<file path="src/hdl/vic_pkg.sv">
// Package for the vectored interrupt controller: register map, reset values,
// field positions and the packed carrier of the request presented to the core.
// Assumes a 32-bit Avalon-MM register bus and 22-bit program addresses.
package vic_pkg;
   localparam int ADDR_W = 22;                          // Program address width
   localparam int VNUM_W = 8;                           // Vector number width
   // Register byte offsets
   localparam logic [5:0] OFS_GLOBAL_CTRL = 6'h00;      // global_interrupt_control
   localparam logic [5:0] OFS_STATE_FLAGS = 6'h04;      // interrupt_state_flags
   localparam logic [5:0] OFS_REQ_FLAG    = 6'h08;      // request_flag_regs, write 1 clears
   localparam logic [5:0] OFS_REQ_ENABLE  = 6'h0C;      // request_enable_regs
   localparam logic [5:0] OFS_REQ_PRIO    = 6'h10;      // request_priority_regs
   localparam logic [5:0] OFS_TABLE_BASE  = 6'h14;      // vector_table_base
   localparam logic [5:0] OFS_TABLE_GUARD = 6'h18;      // table_guard_register
   localparam logic [5:0] OFS_VEC_ADDR    = 6'h1C;      // computed_vector_address
   localparam logic [5:0] OFS_ISR_ADDR    = 6'h20;      // service routine address
   // Field positions
   localparam int GC_HIGH_EN   = 0;                     // high_global_enable
   localparam int GC_LOW_EN    = 1;                     // low global enable
   localparam int GC_PRIO_EN   = 5;                     // priority_levels_enable
   localparam int GUARD_BIT    = 0;                     // table_guard_bit
   localparam int SF_IRQ       = 0;                     // Request to core active
   localparam int SF_HIGH      = 1;                     // Request is high level
   localparam int SF_VIOL      = 2;                     // Memory execution violation
   localparam int SF_ONCE      = 3;                     // One-shot guard consumed
   // Values after reset and fixed figures
   localparam logic [ADDR_W-1:0] BASE_RESET   = 22'h000008;
   localparam logic [ADDR_W-1:0] LOW_VEC_OFS  = 22'h000010;  // Eight words of two bytes
   localparam logic [7:0]        GUARD_KEY1   = 8'h55;
   localparam logic [7:0]        GUARD_KEY2   = 8'hAA;
   localparam logic [7:0]        GC_RESET     = 8'h00;
   localparam int                ISR_SHIFT    = 2;

   // Unlock sequence states
   typedef enum logic [2:0]
   {
      VIC_SEQ_IDLE = 3'b001,
      VIC_SEQ_KEY1 = 3'b010,
      VIC_SEQ_OPEN = 3'b100
   } vic_seq_t;

   // Request presented to the core
   typedef struct packed
   {
      logic              irq;
      logic              high;
      logic [VNUM_W-1:0] vec_num;
      logic [ADDR_W-1:0] vec_addr;
   } vic_core_req_t;
endpackage

</file>
<file path="src/hdl/vic_top.sv">
// Vectored interrupt controller: request flags, enables, priorities, arbitration,
// vector address generation, guarded table base and the Avalon-MM register slave.
// Assumes request and configuration inputs are asynchronous to CORE_CLK, and the
// core handshake (acknowledge, fetched table entry) runs on CORE_CLK.
`timescale 1ns/10ps

// Operation
// - All enabled pending requests merge into one request line to the core.
// - Arbitrate by user priority level first, then lowest vector number.
// - Each source has a flag; set by input, cleared by software or hardware.
// - Per-source enable bit gates the flag into arbitration.
// - Per-source priority bit selects high or low level.
// - Guard bit blocks writes to the table base register.
// - One-shot config limits how often guard bit may toggle after reset.
// - Each table entry is 16 bits over two address locations.
// - Without multi-vector, high vector is base, low vector eight words above.
// - Table base resets to 000008h.
// - Multi-vector address is base plus twice vector number, latched on take.
// - Service routine address is fetched entry shifted left by two.
// - Priority level never alters the computed vector address in multi-vector mode.
// - Entry or routine outside executable memory requests system reset and flags.
// - With one-shot set, after one lock no further unlock until reset.
// - Guard bit changes only on the write right after 55h then AAh.
// - Base writes take effect only with high global enable clear and guard clear.
module vic_top #(
   parameter int                        NSRC      = 8,              // Number of sources
   parameter logic [NSRC-1:0]           HW_CLEAR  = '0,             // Sources cleared by hardware
   parameter logic [vic_pkg::ADDR_W-1:0] EXEC_TOP = 22'h00FFFF     // Last executable address
)(
   input  wire logic                         CORE_CLK,              // 250 MHz clock
   input  wire logic                         RST_N,                 // Synchronous reset, active low
   input  wire logic [5:0]                   AVS_ADDRESS,           // Byte address
   input  wire logic                         AVS_READ,              // Read request
   input  wire logic                         AVS_WRITE,             // Write request
   input  wire logic [31:0]                  AVS_WRITEDATA,         // Write data
   input  wire logic [3:0]                   AVS_BYTEENABLE,        // Byte lanes
   output logic      [31:0]                  AVS_READDATA,          // Read data
   output logic                              AVS_WAITREQUEST,       // Slave stall
   input  wire logic [NSRC-1:0]              REQ_IN,                // Peripheral request lines
   input  wire logic                         CFG_MULTI_VECTOR,      // multi_vector_enable
   input  wire logic                         CFG_ONE_SHOT,          // one_shot_guard_config
   input  wire logic                         CPU_ACK,               // Core takes the request
   input  wire logic                         CPU_ENTRY_VALID,       // Table entry fetched
   input  wire logic [15:0]                  CPU_ENTRY,             // Fetched table entry
   output logic                              CPU_IRQ,               // Single request to core
   output logic                              CPU_IRQ_HIGH,          // Request is high level
   output logic [vic_pkg::ADDR_W-1:0]        CPU_VEC_ADDR,          // Vector fetch address
   output logic [vic_pkg::ADDR_W-1:0]        CPU_ISR_ADDR,          // Service routine address
   output logic                              SYS_RESET_REQ,         // One-cycle system reset request
   output logic                              MEM_VIOL                // Execution violation flag
);
   logic [NSRC-1:0]             req_s1_q, req_s2_q;
   logic [1:0]                  cfg_s1_q, cfg_s2_q;
   logic [NSRC-1:0]             flag_q, enable_q, prio_q;
   logic [7:0]                  gctrl_q;
   logic [vic_pkg::ADDR_W-1:0]  base_q, vec_addr_q, isr_q;
   logic                        guard_q, once_q, viol_q, rst_req_q;
   vic_pkg::vic_seq_t           seq_q;
   vic_pkg::vic_core_req_t      core_q, core_d;
   logic                        wait_q;
   logic [31:0]                 rdata_q, rdata_d;
   logic                        wr_go, mvec, priority_levels_enable;
   logic [NSRC-1:0]             pend, pend_hi, pend_lo, sw_clr;
   logic [vic_pkg::VNUM_W-1:0]  num_hi, num_lo, num_sel;
   logic                        any_hi, any_lo;
   logic [vic_pkg::ADDR_W-1:0]  entry_addr, isr_d;

   // Lowest set index wins; this is the fixed table order, no scanning of sources
   function automatic logic [vic_pkg::VNUM_W-1:0] first_set(input logic [NSRC-1:0] v);
      logic [vic_pkg::VNUM_W-1:0] r;
      r = '0;
      for (int i = NSRC - 1; i >= 0; i--)
      begin
         if (v[i])
            r = vic_pkg::VNUM_W'(i);
      end
      return r;
   endfunction

   // Two-stage synchronisers for pins and configuration straps
   always_ff @(posedge CORE_CLK)
   begin
      if (!RST_N)
      begin
         req_s1_q <= '0;
         req_s2_q <= '0;
         cfg_s1_q <= 2'h0;
         cfg_s2_q <= 2'h0;
      end
      else
      begin
         req_s1_q <= REQ_IN;
         req_s2_q <= req_s1_q;
         cfg_s1_q <= {CFG_ONE_SHOT, CFG_MULTI_VECTOR};
         cfg_s2_q <= cfg_s1_q;
      end
   end
   assign mvec = cfg_s2_q[0];
   assign priority_levels_enable = gctrl_q[vic_pkg::GC_PRIO_EN];

   // A write completes at the edge where waitrequest is seen low
   assign wr_go  = AVS_WRITE && !wait_q;
   assign sw_clr = (wr_go && AVS_ADDRESS == vic_pkg::OFS_REQ_FLAG) ? AVS_WRITEDATA[NSRC-1:0] : '0;

   // Request flags, one per source
   genvar g;
   generate
      for (g = 0; g < NSRC; g++)
      begin : g_flag
         always_ff @(posedge CORE_CLK)
         begin
            if (!RST_N)
               flag_q[g] <= 1'b0;
            else if (HW_CLEAR[g])
               flag_q[g] <= req_s2_q[g];
            else if (req_s2_q[g])
               flag_q[g] <= 1'b1;
            else if (sw_clr[g])
               flag_q[g] <= 1'b0;
         end
      end
   endgenerate

   // Software-written control registers; base write is gated by the guard
   always_ff @(posedge CORE_CLK)
   begin
      if (!RST_N)
      begin
         enable_q <= '0;
         prio_q   <= '0;
         gctrl_q  <= vic_pkg::GC_RESET;
         base_q   <= vic_pkg::BASE_RESET;
      end
      else if (wr_go)
      begin
         case (AVS_ADDRESS)
            vic_pkg::OFS_REQ_ENABLE:
               enable_q <= AVS_WRITEDATA[NSRC-1:0];
            vic_pkg::OFS_REQ_PRIO:
               prio_q <= AVS_WRITEDATA[NSRC-1:0];
            vic_pkg::OFS_GLOBAL_CTRL:
               if (AVS_BYTEENABLE[0])
                  gctrl_q <= AVS_WRITEDATA[7:0];
            vic_pkg::OFS_TABLE_BASE:
               if (!guard_q && !gctrl_q[vic_pkg::GC_HIGH_EN])
                  base_q <= AVS_WRITEDATA[vic_pkg::ADDR_W-1:0];
            default:
               ;
         endcase
      end
   end

   // Guard sequence: 55h, AAh, then the very next bus write may change the bit.
   // Any other write in between breaks the sequence, so stray code cannot unlock.
   always_ff @(posedge CORE_CLK)
   begin
      if (!RST_N)
      begin
         seq_q   <= vic_pkg::VIC_SEQ_IDLE;
         guard_q <= 1'b0;
         once_q  <= 1'b0;
      end
      else if (wr_go)
      begin
         seq_q <= vic_pkg::VIC_SEQ_IDLE;
         if (AVS_ADDRESS == vic_pkg::OFS_TABLE_GUARD)
         begin
            case (seq_q)
               vic_pkg::VIC_SEQ_IDLE:
                  if (AVS_WRITEDATA[7:0] == vic_pkg::GUARD_KEY1)
                     seq_q <= vic_pkg::VIC_SEQ_KEY1;
               vic_pkg::VIC_SEQ_KEY1:
                  if (AVS_WRITEDATA[7:0] == vic_pkg::GUARD_KEY2)
                     seq_q <= vic_pkg::VIC_SEQ_OPEN;
               vic_pkg::VIC_SEQ_OPEN:
               begin
                  if (AVS_WRITEDATA[vic_pkg::GUARD_BIT])
                  begin
                     guard_q <= 1'b1;
                     once_q  <= 1'b1;
                  end
                  else if (!(cfg_s2_q[1] && once_q))
                     guard_q <= 1'b0;
               end
               default:
                  seq_q <= vic_pkg::VIC_SEQ_IDLE;
            endcase
         end
      end
   end

   // Arbitration: high level beats low, then fixed vector order
   always_comb
   begin
      pend    = flag_q & enable_q;
      pend_hi = priority_levels_enable ? (pend & prio_q) : pend;
      pend_lo = priority_levels_enable ? (pend & ~prio_q) : '0;
      any_hi  = gctrl_q[vic_pkg::GC_HIGH_EN] && (pend_hi != '0);
      any_lo  = gctrl_q[vic_pkg::GC_HIGH_EN] && gctrl_q[vic_pkg::GC_LOW_EN] && (pend_lo != '0);
      num_hi  = first_set(pend_hi);
      num_lo  = first_set(pend_lo);
      num_sel = any_hi ? num_hi : num_lo;
      core_d.irq     = any_hi || any_lo;
      core_d.high    = any_hi;
      core_d.vec_num = num_sel;
      // Address depends only on mode and number, never on priority in multi-vector
      if (mvec)
         core_d.vec_addr = base_q + {num_sel, 1'b0};
      else if (priority_levels_enable && !any_hi)
         core_d.vec_addr = base_q + vic_pkg::LOW_VEC_OFS;
      else
         core_d.vec_addr = base_q;
   end

   // Request presented to the core, registered
   always_ff @(posedge CORE_CLK)
   begin
      if (!RST_N)
         core_q <= '0;
      else
         core_q <= core_d;
   end

   // Vector address latched when the core takes the interrupt
   always_ff @(posedge CORE_CLK)
   begin
      if (!RST_N)
         vec_addr_q <= vic_pkg::BASE_RESET;
      else if (CPU_ACK && core_q.irq)
         vec_addr_q <= core_q.vec_addr;
   end

   // In multi-vector mode the fetched entry gives the routine address; out-of-range fetch requests reset
   assign entry_addr = vec_addr_q + 22'h000001;
   assign isr_d      = {6'h00, CPU_ENTRY} << vic_pkg::ISR_SHIFT;
   always_ff @(posedge CORE_CLK)
   begin
      if (!RST_N)
      begin
         isr_q     <= '0;
         rst_req_q <= 1'b0;
      end
      else
      begin
         rst_req_q <= 1'b0;
         if (CPU_ENTRY_VALID && mvec)
         begin
            isr_q <= isr_d;
            if (entry_addr > EXEC_TOP || isr_d > EXEC_TOP)
               rst_req_q <= 1'b1;
         end
      end
   end

   // Violation flag survives our own reset request; cleared by RST_N or by software
   always_ff @(posedge CORE_CLK)
   begin
      if (!RST_N)
         viol_q <= 1'b0;
      else if (rst_req_q)
         viol_q <= 1'b1;
      else if (wr_go && AVS_ADDRESS == vic_pkg::OFS_STATE_FLAGS && AVS_WRITEDATA[vic_pkg::SF_VIOL])
         viol_q <= 1'b0;
   end

   // Read mux; unmapped offsets read zero
   always_comb
   begin
      rdata_d = 32'h0000_0000;
      case (AVS_ADDRESS)
         vic_pkg::OFS_GLOBAL_CTRL: rdata_d[7:0]        = gctrl_q;
         vic_pkg::OFS_STATE_FLAGS:
         begin
            rdata_d[vic_pkg::SF_IRQ]  = core_q.irq;
            rdata_d[vic_pkg::SF_HIGH] = core_q.high;
            rdata_d[vic_pkg::SF_VIOL] = viol_q;
            rdata_d[vic_pkg::SF_ONCE] = once_q;
         end
         vic_pkg::OFS_REQ_FLAG:    rdata_d[NSRC-1:0]   = flag_q;
         vic_pkg::OFS_REQ_ENABLE:  rdata_d[NSRC-1:0]   = enable_q;
         vic_pkg::OFS_REQ_PRIO:    rdata_d[NSRC-1:0]   = prio_q;
         vic_pkg::OFS_TABLE_BASE:  rdata_d[vic_pkg::ADDR_W-1:0] = base_q;
         vic_pkg::OFS_TABLE_GUARD: rdata_d[vic_pkg::GUARD_BIT]  = guard_q;
         vic_pkg::OFS_VEC_ADDR:    rdata_d[vic_pkg::ADDR_W-1:0] = vec_addr_q;
         vic_pkg::OFS_ISR_ADDR:    rdata_d[vic_pkg::ADDR_W-1:0] = isr_q;
         default:                  rdata_d = 32'h0000_0000;
      endcase
   end

   // One wait cycle per access; read data is captured while waitrequest is high
   always_ff @(posedge CORE_CLK)
   begin
      if (!RST_N)
      begin
         wait_q  <= 1'b1;
         rdata_q <= 32'h0000_0000;
      end
      else
      begin
         wait_q <= !((AVS_READ || AVS_WRITE) && wait_q);
         if (AVS_READ && wait_q)
            rdata_q <= rdata_d;
      end
   end

   assign AVS_READDATA    = rdata_q;
   assign AVS_WAITREQUEST = wait_q;
   assign CPU_IRQ         = core_q.irq;
   assign CPU_IRQ_HIGH    = core_q.high;
   assign CPU_VEC_ADDR    = core_q.vec_addr;
   assign CPU_ISR_ADDR    = isr_q;
   assign SYS_RESET_REQ   = rst_req_q;
   assign MEM_VIOL        = viol_q;
endmodule

</file>
<file path="config.mk">
export PLATFORM = sky130hd
export DESIGN_NAME = vic_top
export DESIGN_NICKNAME = d
export VERILOG_FILES = /design/src/hdl/vic_pkg.sv /design/src/hdl/vic_top.sv
export SDC_FILE = /design/constraint.sdc
export NUM_CORES = 1
export LEC_CHECK = 0
export ABC_AREA = 1
export BUFFER_PORTS_ARGS = -buffer_cell sky130_fd_sc_hd__buf_2
export CAP_MARGIN = 20
export CORE_AREA = 3 3 184 186
export CTS_CLUSTER_DIAMETER = 50
export DETAILED_ROUTE_END_ITERATION = 8
export DIE_AREA = 0 0 187 189
export SYNTH_ARGS = -nofsm -noshare
export SYNTH_HDL_FRONTEND = slang
export SYNTH_SLANG_ARGS = --single-unit
</file>
<file path="constraint.sdc">
create_clock -name CORE_CLK -period 3.2 [get_ports CORE_CLK]
set_input_delay 0.48 -clock CORE_CLK [delete_from_list [all_inputs] [get_ports CORE_CLK]]
set_output_delay 0.48 -clock CORE_CLK [all_outputs]
set_load 0.02 [all_outputs]
</file>
# Word level (Yosys, flattened, before mapping)
# Index checks and enable logic that the tools add are counted.
[op_classes] eq_ne=14 bitwise_logic=4 n_reduce_logical=41 muxes=51 n_addsub=3 n_lt_le_gt_ge=2
[op_table] cell="8-bit two-way mux" count=18
[op_table] cell="22-bit two-way mux" count=2
[op_table] cell="14-bit case mux with 3 select lines" count=1
[op_table] cell="4-bit case mux with 7 select lines" count=1
[op_table] cell="8-bit bitwise AND" count=3
[op_table] cell="6-bit by 5-bit == test with 1-bit output (second input constant)" count=4
[op_table] cell="3-bit case mux with 8 select lines" count=1
[op_table] cell="22-bit by 1-bit adder with 22-bit output (second input constant)" count=1
[op_table] cell="22-bit by 5-bit adder with 22-bit output (second input constant)" count=1
[op_table] cell="22-bit by 9-bit adder with 22-bit output" count=1
[op_table] cell="22-bit by 16-bit greater-than comparator with 1-bit output (second input constant)" count=1
[op_table] cell="1-bit two-way mux" count=21
[op_table] cell="18-bit by 16-bit greater-than comparator with 1-bit output (second input constant)" count=1
[op_table] cell="2-bit nonzero test" count=9
[op_table] cell="8-bit nonzero test" count=2
[op_table] cell="1-bit logical AND" count=14
[op_table] cell="6-bit by 4-bit == test with 1-bit output (second input constant)" count=2
[op_table] cell="3-bit two-way mux" count=4
[op_table] cell="8-bit by 7-bit == test with 1-bit output (second input constant)" count=1
[op_table] cell="8-bit == test (second input constant)" count=1
[op_table] cell="8-bit inverter" count=1
[op_table] cell="1-bit case mux with 8 select lines" count=1
[op_table] cell="4-bit AND reduction" count=2
[op_table] cell="6-bit by 3-bit == test with 1-bit output (second input constant)" count=1
[op_table] cell="other kinds (12)" count=21
[word_totals] output_inout_bits=81 in_bits=74 ff_bits=166

# Logic depth before layout (Yosys ltp)
# Gate-level depths: netlist of the first run.
[logic_depth] ltp_word=14 ltp_mapped=21 mapped_depth_nobuf=21

# Worst setup path before layout of the first run
# OpenSTA, ideal clock, no wires.
[synth_timing] kind="register to register" start="register gctrl_q[5]" end="register core_q, in the netlist CPU_VEC_ADDR[17]" path_slack_ps=462 setup_ps=70 stages_incl_launch_ff=19 synth_period_minus_slack_ps=2738 n_path_buf=1 t_required_ps=3130 arrival_ps=2668 path_cell_list="dfxtp_1 -> inv_1 -> o21ai_0 -> nand2_1 -> nor2_2 -> nand2_2 -> nand2_4 -> buf_6 -> nand3_1 -> o21ai_0 -> ha_1 -> fa_1 -> nand2_1 -> a21oi_1 -> nand2_1 -> nor2_1 -> xor2_1 -> nand2_1 -> a21oi_2"
[synth_via] elab_chain_cells=12 elab_cells_between_ends=26 classes_between="1 x add/sub; 21 x mux; 4 x reduce/logical"
[synth_lines] element="start, declared" line_no="vic_top.sv:55" text="logic [7:0] gctrl_q;"
[synth_lines] element="start signal, assigned" line_no="vic_top.sv:131" text="gctrl_q <= vic_pkg::GC_RESET;"
[synth_lines] element="start signal, assigned" line_no="vic_top.sv:143" text="gctrl_q <= AVS_WRITEDATA[7:0];"
[synth_lines] element="8-bit two-way mux, on equally long branches" line_no="vic_top.sv:197, vic_top.sv:196"
[synth_lines] element="3-bit two-way mux" line_no="vic_top.sv:74" text="if (v[i])"
[synth_lines] element="8-bit two-way mux (7 in series)" line_no="vic_top.sv:74"
[synth_lines] element="8-bit two-way mux" line_no="vic_top.sv:202" text="num_sel = any_hi ? num_hi : num_lo;"
[synth_lines] element="22-bit by 9-bit adder with 22-bit output" line_no="vic_top.sv:208" text="core_d.vec_addr = base_q + {num_sel, 1'b0};"
[synth_lines] element="22-bit two-way mux *" line_no="vic_top.sv:207" text="if (mvec)"
[synth_lines] element="end signal, assigned" line_no="vic_top.sv:221" text="core_q <= core_d;"
[synth_lines] element="end, declared" line_no="vic_top.sv:59" text="vic_pkg::vic_core_req_t core_q, core_d;"
# Every way passes the cells marked *; elsewhere a longest branch is shown, timed or not.
# A chain may end at the register's enable or synchronous reset.

# Worst setup path in the final report of the first run
# Same ends and word-level chain as after synthesis.

==> out/metrics.cfg, run 1 <==
[critical_path]
critPathArrivalTime_ns=3.24
ff2ff_path_depth=18
path_class=reg2reg
worst_setup_path_start_kind=flop
worstPathMaxFanout=14
cp_num_buf_inv=1
endpoint_kind=flop
cp.required_ns=3.57
critPathTopFamily=simple AND/OR/NAND/NOR gates
crit_top_cell=nand2_1
cpPeakStageDelay_ns=0.35
cp_cell_sequence=buf_4 -> nand2_1 -> nand2_1 -> nand2_1 -> nor2_2 -> nand2_2 -> nand2_4 -> nand3_1 -> o21ai_0 -> ha_1 -> fa_1 -> nand2_1 -> a21oi_2 -> nand2_1 -> nor2_1 -> xor2_1 -> nand2_1 -> a21oi_2
cp.depth=18
slowest_stage=dfxtp_1

[drt]
drtIter0Drc=545
wl_met3_um=1850
met1_length_um=12000
viasPerCell=4.63
ant_nets=0
firstDrtPassIters=5
routedWlPerCell_um=15.5
num_vias=8048
remaining_drc_errors=0
met2_length_um=12600
wl_um=26900
highest_layer=met4

[cts]
cts_sinks=166
cts_hold_buf=0
cts_made_buffers=17
clockBufferDepth=2
post-cts-setup-buffer-count=0
cts-resized-gates=0
clkLatencyLatePin_ns=0.44
path_clk_slew_ns=0.07
h-tree-depth=4
cts_tree=done
cts_root_buf=clkbuf_16

[global_routing]
grt_overflow_total=0
grt_max_degree=44
antenna_found_initial=0
grt_pass1_wl_um=41600
grt_pass1_vias=7323
track_usage_pct=14.8

[sta]
clock.fmax_mhz=349
period_minus_slack_ns=2.87
layout_setup_ws_ns=0.333
skew_ns=0.0146
hold_viol=0
worstMarginPinSlew_ns=1.05
fin_hold_ws_ns=0.222
period_share_pct=89.6
finalSetupTns_ns=0
relSlewSlack_pct=29.8
rsz0062_at_grt=no
drv_slew=0
finalSetupViolations=0

[job]
max-cap-violations=0

[layout]
final_util_pct=29.9
layout-drive-gt1-share_pct=16.1
layout.nets=1361
antennaDiodeCount=0
area_growth_pct=20.8

[floorplan]
die_x_um=187
initial_core_util_pct=24.8
num_rows=66
pin_count=155
die_area_sq_um=35300
die_h_um=189
core_area_sq_um=32500

[power]
leakagePower_uw=0.00412
power_density_nw_per_um2=467
vdd.ir_drop.worst_mv=0.368
power_uw=4530

[placement]
io_buffers=125
place_hpwl_um=20500
dp_slack_ns=0.231
place_congestion=0.917

[logic_synthesis]
synth-seq-cells=166
synth_area_per_cell_sq_um=6.87
synth-edff-count=0
async_flop_share_pct=0
synth_area_sq_um=8040
ys_seq_area_share_pct=41.4
syn_inst=1169
ys_types=40
ys.flop_type=dfxtp_1
ys_warn_count=0

[min_path]
holdPathStages=3
hp-class=in2reg

[status]
status=finished clean

[state kept, by name (all words and copies together) (netlist names)]
name / cells
AVS_READDATA: 22
AVS_WAITREQUEST: 1
CPU_IRQ: 1
CPU_IRQ_HIGH: 1
CPU_ISR_ADDR: 16
CPU_VEC_ADDR: 22
MEM_VIOL: 1
SYS_RESET_REQ: 1
base_q: 22
cfg_s1_q: 2
cfg_s2_q: 2
enable_q: 8
flag_q: 8
gctrl_q: 8
guard_q: 1
once_q: 1
prio_q: 8
req_s1_q: 8
req_s2_q: 8
seq_q: 3
vec_addr_q: 22
[power by group]
part	internal [uW]	switching (uW)	total [uW]
registers	2090	21.0	2120
clock network	1200	967	2170
logic	71.8	176	248
total	3360	1160	4530
[per-layer routing]
layer / up-vias / GRT usage, %
li1: 3992 / -
met4: 0 / 3.37
met3: 29 / 2.81
met2: 308 / 24.3
met1: 3719 / 20.3
met5: - / 0
[layout by cell type, fill, tap and decap left out, types with 8 or more instances in the layout]
master       n
a21oi_1    117
nor2_2       9
nand3_1     61
xor2_1      25
o22ai_1     13
nand4_1      8
nor3_1      12
nor2_1      96
o21ai_0    114
inv_1      141
o221ai_1     9
buf_2      125
a21oi_2      9
clkbuf_16   17
nand2_1    279
dfxtp_1    166
buf_4       22
conb_1      16
[worst register-to-register path, cell delays in order (launching register included)]
cell and delay, ns:
dfxtp_1 0.35, buf_4 0.22, nand2_1 0.08, nand2_1 0.08, nand2_1 0.10, nor2_2 0.15, nand2_2 0.08, nand2_4 0.11
nand3_1 0.08, o21ai_0 0.08, ha_1 0.28, fa_1 0.23, nand2_1 0.07, a21oi_2 0.26, nand2_1 0.15, nor2_1 0.14
xor2_1 0.15, nand2_1 0.08, a21oi_2 0.13
[layout make-up]
cell class,instances,area [sq um]
sequential,166,3320
inverter,145,544
tap,442,553
multi-input combinational,805,3870
clock inverter,15,194
timing repair buffer,147,791
clock buffer,17,425
fill,3555,22700
[logic make-up (layout without fill, tap and decap cells)]
kind of cell	after synthesis	count (layout)	synth area share, %
buf+inv	213	324	11.2
other cells	1	16	0.0467
simple gates	476	476	24.6
flops	166	166	41.4
compound gates	283	283	19.2
fa+ha+maj	5	5	0.872
xor+xnor	25	25	2.72
[synthesized netlist by cell type (all sizes together) (4+ instances only)]
master  number  share of area, %
dfxtp      166                41
o211ai       5              0.47
ha           4              0.62
a22oi        4              0.37
o22ai       13               1.0
a21oi      126               8.2
nand3       62               3.9
nand4        9              0.78
clkbuf      32               1.5
buf         36               3.0
nor3        13              0.87
o21ai      117               7.3
o221ai       9              0.98
nor2       105               5.2
nand2      284                14
xor2        25               2.7
inv        143               6.7
[per-stage QoR]
step	cell area [sq um]	std cells
after global routing	9710	1737
after floorplan	8090	1184
after global placement	9080	1705
final	9710	1737
after detailed placement	9080	1705
after CTS	9700	1737
[path summary, 6_finish.rpt]
kind	startpoint	to	slack (ns)
worst max-delay path	gctrl_q[5]	CPU_VEC_ADDR[17]	0.33
worst min-delay path	REQ_IN[6]	req_s1_q[6]	0.22
worst max register to register	gctrl_q[5]	CPU_VEC_ADDR[17]	0.33
worst min register to register	req_s1_q[5]	req_s2_q[5]	0.41
Note: power is estimated with default switching activity, not from simulation.
==> inputs of run 2 (changes only) <==
Clock period 3.2 ns to 2.8 ns, I/O delays scaled along.
==> out/metrics.cfg, run 2 (synthesized netlist as in run 1, its figures left out) <==
[sta]
worstMarginPinSlew_ns=0.756  ; -0.294 ns
clock.fmax_mhz=386  ; +11%
skew_ns=0.0149  ; +0.000312 ns
finalSetupTns_ns=0  ; unchanged
drv_slew=0  ; unchanged
fin_hold_ws_ns=0.156  ; -0.0654 ns
relSlewSlack_pct=49.6  ; +20 points
finalSetupViolations=0  ; unchanged
period_minus_slack_ns=2.59  ; -0.274 ns
hold_viol=0  ; unchanged
period_share_pct=92.6  ; +3.0 points

[floorplan]
num_rows=66  ; unchanged
die_x_um=187  ; unchanged
pin_count=155  ; unchanged
initial_core_util_pct=24.8  ; unchanged
die_h_um=189  ; unchanged
die_area_sq_um=35300  ; unchanged
core_area_sq_um=32500  ; unchanged

[placement]
place_hpwl_um=20700  ; +1.3%
place_congestion=0.904  ; -1.5%
io_buffers=125  ; unchanged
post_dp_cell_area_sq_um=9230  ; +1.7%

[cts]
clkLatencyLatePin_ns=0.44  ; about the same
cts_sinks=166  ; unchanged
clockBufferDepth=2  ; unchanged
cts_tree=done
cts_made_buffers=17  ; unchanged
cts_hold_buf=0  ; unchanged
path_clk_slew_ns=0.07  ; about the same
h-tree-depth=4  ; unchanged
cts_root_buf=clkbuf_16

[power]
vdd.ir_drop.worst_mv=0.389  ; +5.6%
power_density_nw_per_um2=516  ; +11%
leakagePower_uw=0.00421  ; +2.3%

[drt]
wl_um=27200  ; +1.5%
routedWlPerCell_um=15.5  ; +0.13%
drtIter0Drc=595  ; +9.2%
remaining_drc_errors=0  ; unchanged
viasPerCell=4.59  ; -0.89%
ant_nets=0  ; unchanged
firstDrtPassIters=5  ; unchanged
num_vias=8082  ; +0.42%

[layout]
final_area_sq_um=9900  ; +2.0%
multiInputGateArea_sq_um=3910  ; +0.84%
most-common-layout-cells=nand2_1 (277), dfxtp_1 (165), inv_1 (141), buf_2 (125), a21oi_1 (116)
area_growth_pct=23.2
final_common_cell=nand2_1
layout.nets=1383  ; +1.6%
nFillCells=3568  ; +0.37%
ff_latch_area_sq_um=3320  ; about the same
final_util_pct=30.5  ; +0.61 points
layout-drive-gt1-share_pct=18.4  ; +2.3 points

[min_path]
hp-class=in2reg
holdPathStages=3  ; unchanged

[global_routing]
grt_overflow_total=0  ; unchanged
antenna_found_initial=1  ; +1
track_usage_pct=14.9  ; +0.089 points
grt_max_degree=93  ; +110%
grt_pass1_vias=7316  ; -0.096%
grt_pass1_wl_um=41400  ; -0.38%

[critical_path]
slowest_stage=dfxtp_2
cpPeakStageDelay_ns=0.36  ; about the same
cp.required_ns=3.17  ; -0.40 ns
cp_cell_sequence=inv_1 -> o21ai_1 -> nand2_1 -> nor2_2 -> nand2_2 -> nand2_4 -> o31ai_2 -> buf_4 -> ha_1 -> a21oi_1 -> o21ai_1 -> buf_4 -> nand2_1 -> nor2_1 -> xor2_1 -> nand2_1 -> a21oi_2
cp_num_buf_inv=3  ; +2
crit_top_cell=nand2_1
critPathArrivalTime_ns=2.96  ; -0.28 ns
path_class=reg2reg
ff2ff_path_depth=17  ; -1
critPathTopFamily=simple AND/OR/NAND/NOR gates
worst_setup_path_start_kind=flop
worstPathMaxFanout=7  ; -7
cp.depth=17  ; -1
endpoint_kind=flop

[status]
status=finished clean

[job]
max-cap-violations=0  ; unchanged

==> run 2: cell count changes in the layout (fill, tap and decap cells not counted), sizes merged <==
cell	previous run	this run
buf	147	169
inv	153	152
clkbuf	17	18
bufinv	2	1
diode	0	1
clkinv	5	3
clkinvlp	0	3
==> run 2: final cells by class <==
cell class / instances / share of cell area [%]
inverter: 145 / 5.50
clock inverter: 14 / 1.57
antenna: 1 / 0.0253
clock buffer: 18 / 4.44
tap: 442 / 5.59
sequential: 166 / 33.6
timing repair buffer: 169 / 9.86
multi-input combinational: 805 / 39.5
==> run 2: final timing paths <==
path                    start                to  slack, ns
setup / recovery   gctrl_q[5]  CPU_VEC_ADDR[16]       0.21
hold / removal      REQ_IN[0]       req_s1_q[0]       0.16
setup reg to reg   gctrl_q[5]  CPU_VEC_ADDR[16]       0.21
hold reg to reg   req_s1_q[5]       req_s2_q[5]       0.41
==> run 2: tightest hold or removal path, cell delays in order <==
cell and delay (ns):
buf_2 0.07, nand2_1 0.04, inv_1 0.04
==> run 2: power breakdown <==
part | total [uW] | switching (uW) | internal [uW]
Combinational | 294 | 206 | 88.3
Sequential | 2420 | 22.3 | 2390
Clock | 2400 | 1110 | 1290
Total | 5110 | 1330 | 3770
==> run 2: timing repair <==
item                       in CTS  in global routing
resized for setup               0                 20
setup endpoints to repair       0                 15
buffers inserted                0                  3
hold endpoints to repair        0                  0
==> run 2: per-layer routing <==
metal,vias to the layer above,wire (um),track usage (%)
li1,4043,-,-
met5,-,0,0
met2,283,12500,24.0
met4,0,662,4.30
met1,3708,12100,19.8
met3,48,1960,3.83
==> run 2: stage by stage <==
stage	setup WS (ns)	power, uW	cells
2_1_floorplan	0.0624	2650	1184
3_3_place_gp	0.0509	2760	1724
3_5_place_dp	0.0630	2770	1724
4_1_cts	0.0219	5150	1756
5_1_grt	-0.0331	5280	1759
6_report	0.207	5110	1760
==> inputs of run 3 (changes only) <==
Settings changed: CELL_PAD_IN_SITES_DETAIL_PLACEMENT set to 2, CELL_PAD_IN_SITES_GLOBAL_PLACEMENT set to 2, CTS_CLUSTER_DIAMETER 50 to 40, PLACE_DENSITY_LB_ADDON set to 0.1.
==> out/metrics.cfg, run 3 (synthesized netlist as in run 1, its figures left out) <==
[status]
status=finished clean

[floorplan]
pin_count=155  ; unchanged
die_h_um=189  ; unchanged
initial_core_util_pct=24.8  ; unchanged
num_rows=66  ; unchanged
die_x_um=187  ; unchanged
core_area_sq_um=32500  ; unchanged
die_area_sq_um=35300  ; unchanged

[power]
leakagePower_uw=0.00438  ; +4.0%
vdd.ir_drop.worst_mv=0.426  ; +9.4%
power_density_nw_per_um2=512  ; -0.76%

[layout]
nFillCells=3932  ; +10%
final_util_pct=31.7  ; +1.2 points
multiInputGateArea_sq_um=4070  ; +4.2%
final_common_cell=nand2_1
instances_no_fill=1788  ; +1.6%
area_growth_pct=28.2
layout.nets=1412  ; +2.1%
most-common-layout-cells=nand2_1 (262), dfxtp_1 (163), inv_1 (138), buf_2 (125), a21oi_1 (113)
layout-drive-gt1-share_pct=22.6  ; +4.2 points
ff_latch_area_sq_um=3330  ; +0.15%
antennaDiodeCount=0  ; -1

[sta]
clock.fmax_mhz=368  ; -4.4%
hold_viol=0  ; unchanged
skew_ns=0.0131  ; -0.00182 ns
rsz0062_at_grt=yes
finalSetupTns_ns=0  ; unchanged
period_minus_slack_ns=2.71  ; +0.121 ns
drv_slew=0  ; unchanged
fin_hold_ws_ns=0.161  ; +0.00440 ns
period_share_pct=96.9  ; +4.3 points
finalSetupViolations=0  ; unchanged
worstMarginPinSlew_ns=0.545  ; -0.210 ns
relSlewSlack_pct=63.6  ; +14 points

[global_routing]
grt_pass1_vias=8551  ; +17%
grt_pass1_wl_um=51800  ; +25%
track_usage_pct=18.9  ; +3.9 points
grt_overflow_total=0  ; unchanged
grt_max_degree=45  ; -52%
antenna_found_initial=0  ; -1

[min_path]
holdPathStages=3  ; unchanged
hp-class=in2reg

[placement]
place_hpwl_um=25900  ; +25%
dp.cells=1743  ; +1.1%
io_buffers=125  ; unchanged
place_congestion=0.809  ; -10%

[drt]
drtIter0Drc=340  ; -43%
firstDrtPassIters=5  ; unchanged
routedWlPerCell_um=19.0  ; +23%
wl_um=34000  ; +25%
remaining_drc_errors=0  ; unchanged
num_vias=8313  ; +2.9%
ant_nets=0  ; unchanged
viasPerCell=4.65  ; +1.2%

[job]
max-cap-violations=0  ; unchanged

[critical_path]
worstPathMaxFanout=5  ; -2
critPathTopFamily=buffers and inverters
ff2ff_path_depth=19  ; +2
reg2reg_slack_ns=0.09  ; -0.12 ns
path_class=reg2reg
slowest_stage=dfxtp_4
cp_num_buf_inv=6  ; +3
cp_cell_sequence=buf_6 -> nand2_2 -> nor2_1 -> inv_1 -> a31oi_2 -> nor2_1 -> nand2_2 -> o31ai_4 -> buf_6 -> buf_4 -> fa_2 -> nand2_1 -> a21oi_1 -> buf_4 -> buf_4 -> nand2_1 -> xor2_1 -> nand2_1 -> a21oi_2
cpPeakStageDelay_ns=0.39  ; +0.03 ns
critPathArrivalTime_ns=3.08  ; +0.12 ns
endpoint_kind=flop
worst_setup_path_start_kind=flop
cp.depth=19  ; +2
cp.required_ns=3.17  ; about the same

[cts]
cts_sinks=166  ; unchanged
clockBufferDepth=2  ; unchanged
cts_root_buf=clkbuf_16
cts_tree=done
cts_made_buffers=17  ; unchanged
h-tree-depth=4  ; unchanged
clkLatencyLatePin_ns=0.44  ; about the same
cts_hold_buf=0  ; unchanged
path_clk_slew_ns=0.07  ; about the same

[run 3: cell count changes in the layout (fill, tap and decap cells not counted), sizes merged]
| cell | before | now |
|---|---|---|
| clkinv | 3 | 4 |
| bufinv | 1 | 3 |
| inv | 152 | 149 |
| buf | 169 | 198 |
| diode | 1 | 0 |
[run 3: path summary, 6_finish.rpt]
check,start,end
worst max-delay path,gctrl_q[5],CPU_VEC_ADDR[7]
worst min-delay path,CFG_ONE_SHOT,cfg_s1_q[1]
worst max register to register,gctrl_q[5],CPU_VEC_ADDR[7]
worst min register to register,req_s1_q[7],req_s2_q[7]
[run 3: repair_timing]
item	in CTS	in global routing
gates cloned	0	1
resized for setup	7	62
setup endpoints to repair	8	18
setup buffers	0	12
pin swaps	0	17
[run 3: metrics by stage]
stage,instance area [sq um],worst slack [ns],total power [uW]
CTS,9990,0.00706,5350
global route,10300,-0.0623,5490
finish,10300,0.0861,5270
floorplan,8090,0.0624,2650
global placement,9370,-0.0160,2790
detailed placement,9370,-0.0889,2790
[run 3: routing by layer]
layer	global-route usage [%]	share of wire [%]	up-vias
li1	-	-	4069
met1	27.7	51	4036
met2	28.8	43	182
met3	3.41	4.2	26
met4	4.16	1.2	0
met5	0	0	-
[run 3: tightest hold or removal path, stage by stage]
cell     delay (ns)
buf_2          0.07
nand2_1        0.04
inv_1          0.04
[run 3: where the power goes]
part | total (uW) | internal [uW] | switching [uW]
clock | 2540 | 1430 | 1110
combinational | 317 | 94.1 | 223
sequential | 2410 | 2390 | 21.8
total | 5270 | 3920 | 1350
[run 3: cell type report]
| cell class | count | share of cell area, % |
|---|---|---|
| Multi-Input combinational cell | 805 | 39.5 |
| Sequential cell | 166 | 32.3 |
| Timing Repair Buffer | 198 | 11.5 |
| Tap cell | 442 | 5.37 |
| Inverter | 145 | 5.28 |
| Clock buffer | 18 | 4.17 |
| Clock inverter | 14 | 1.82 |
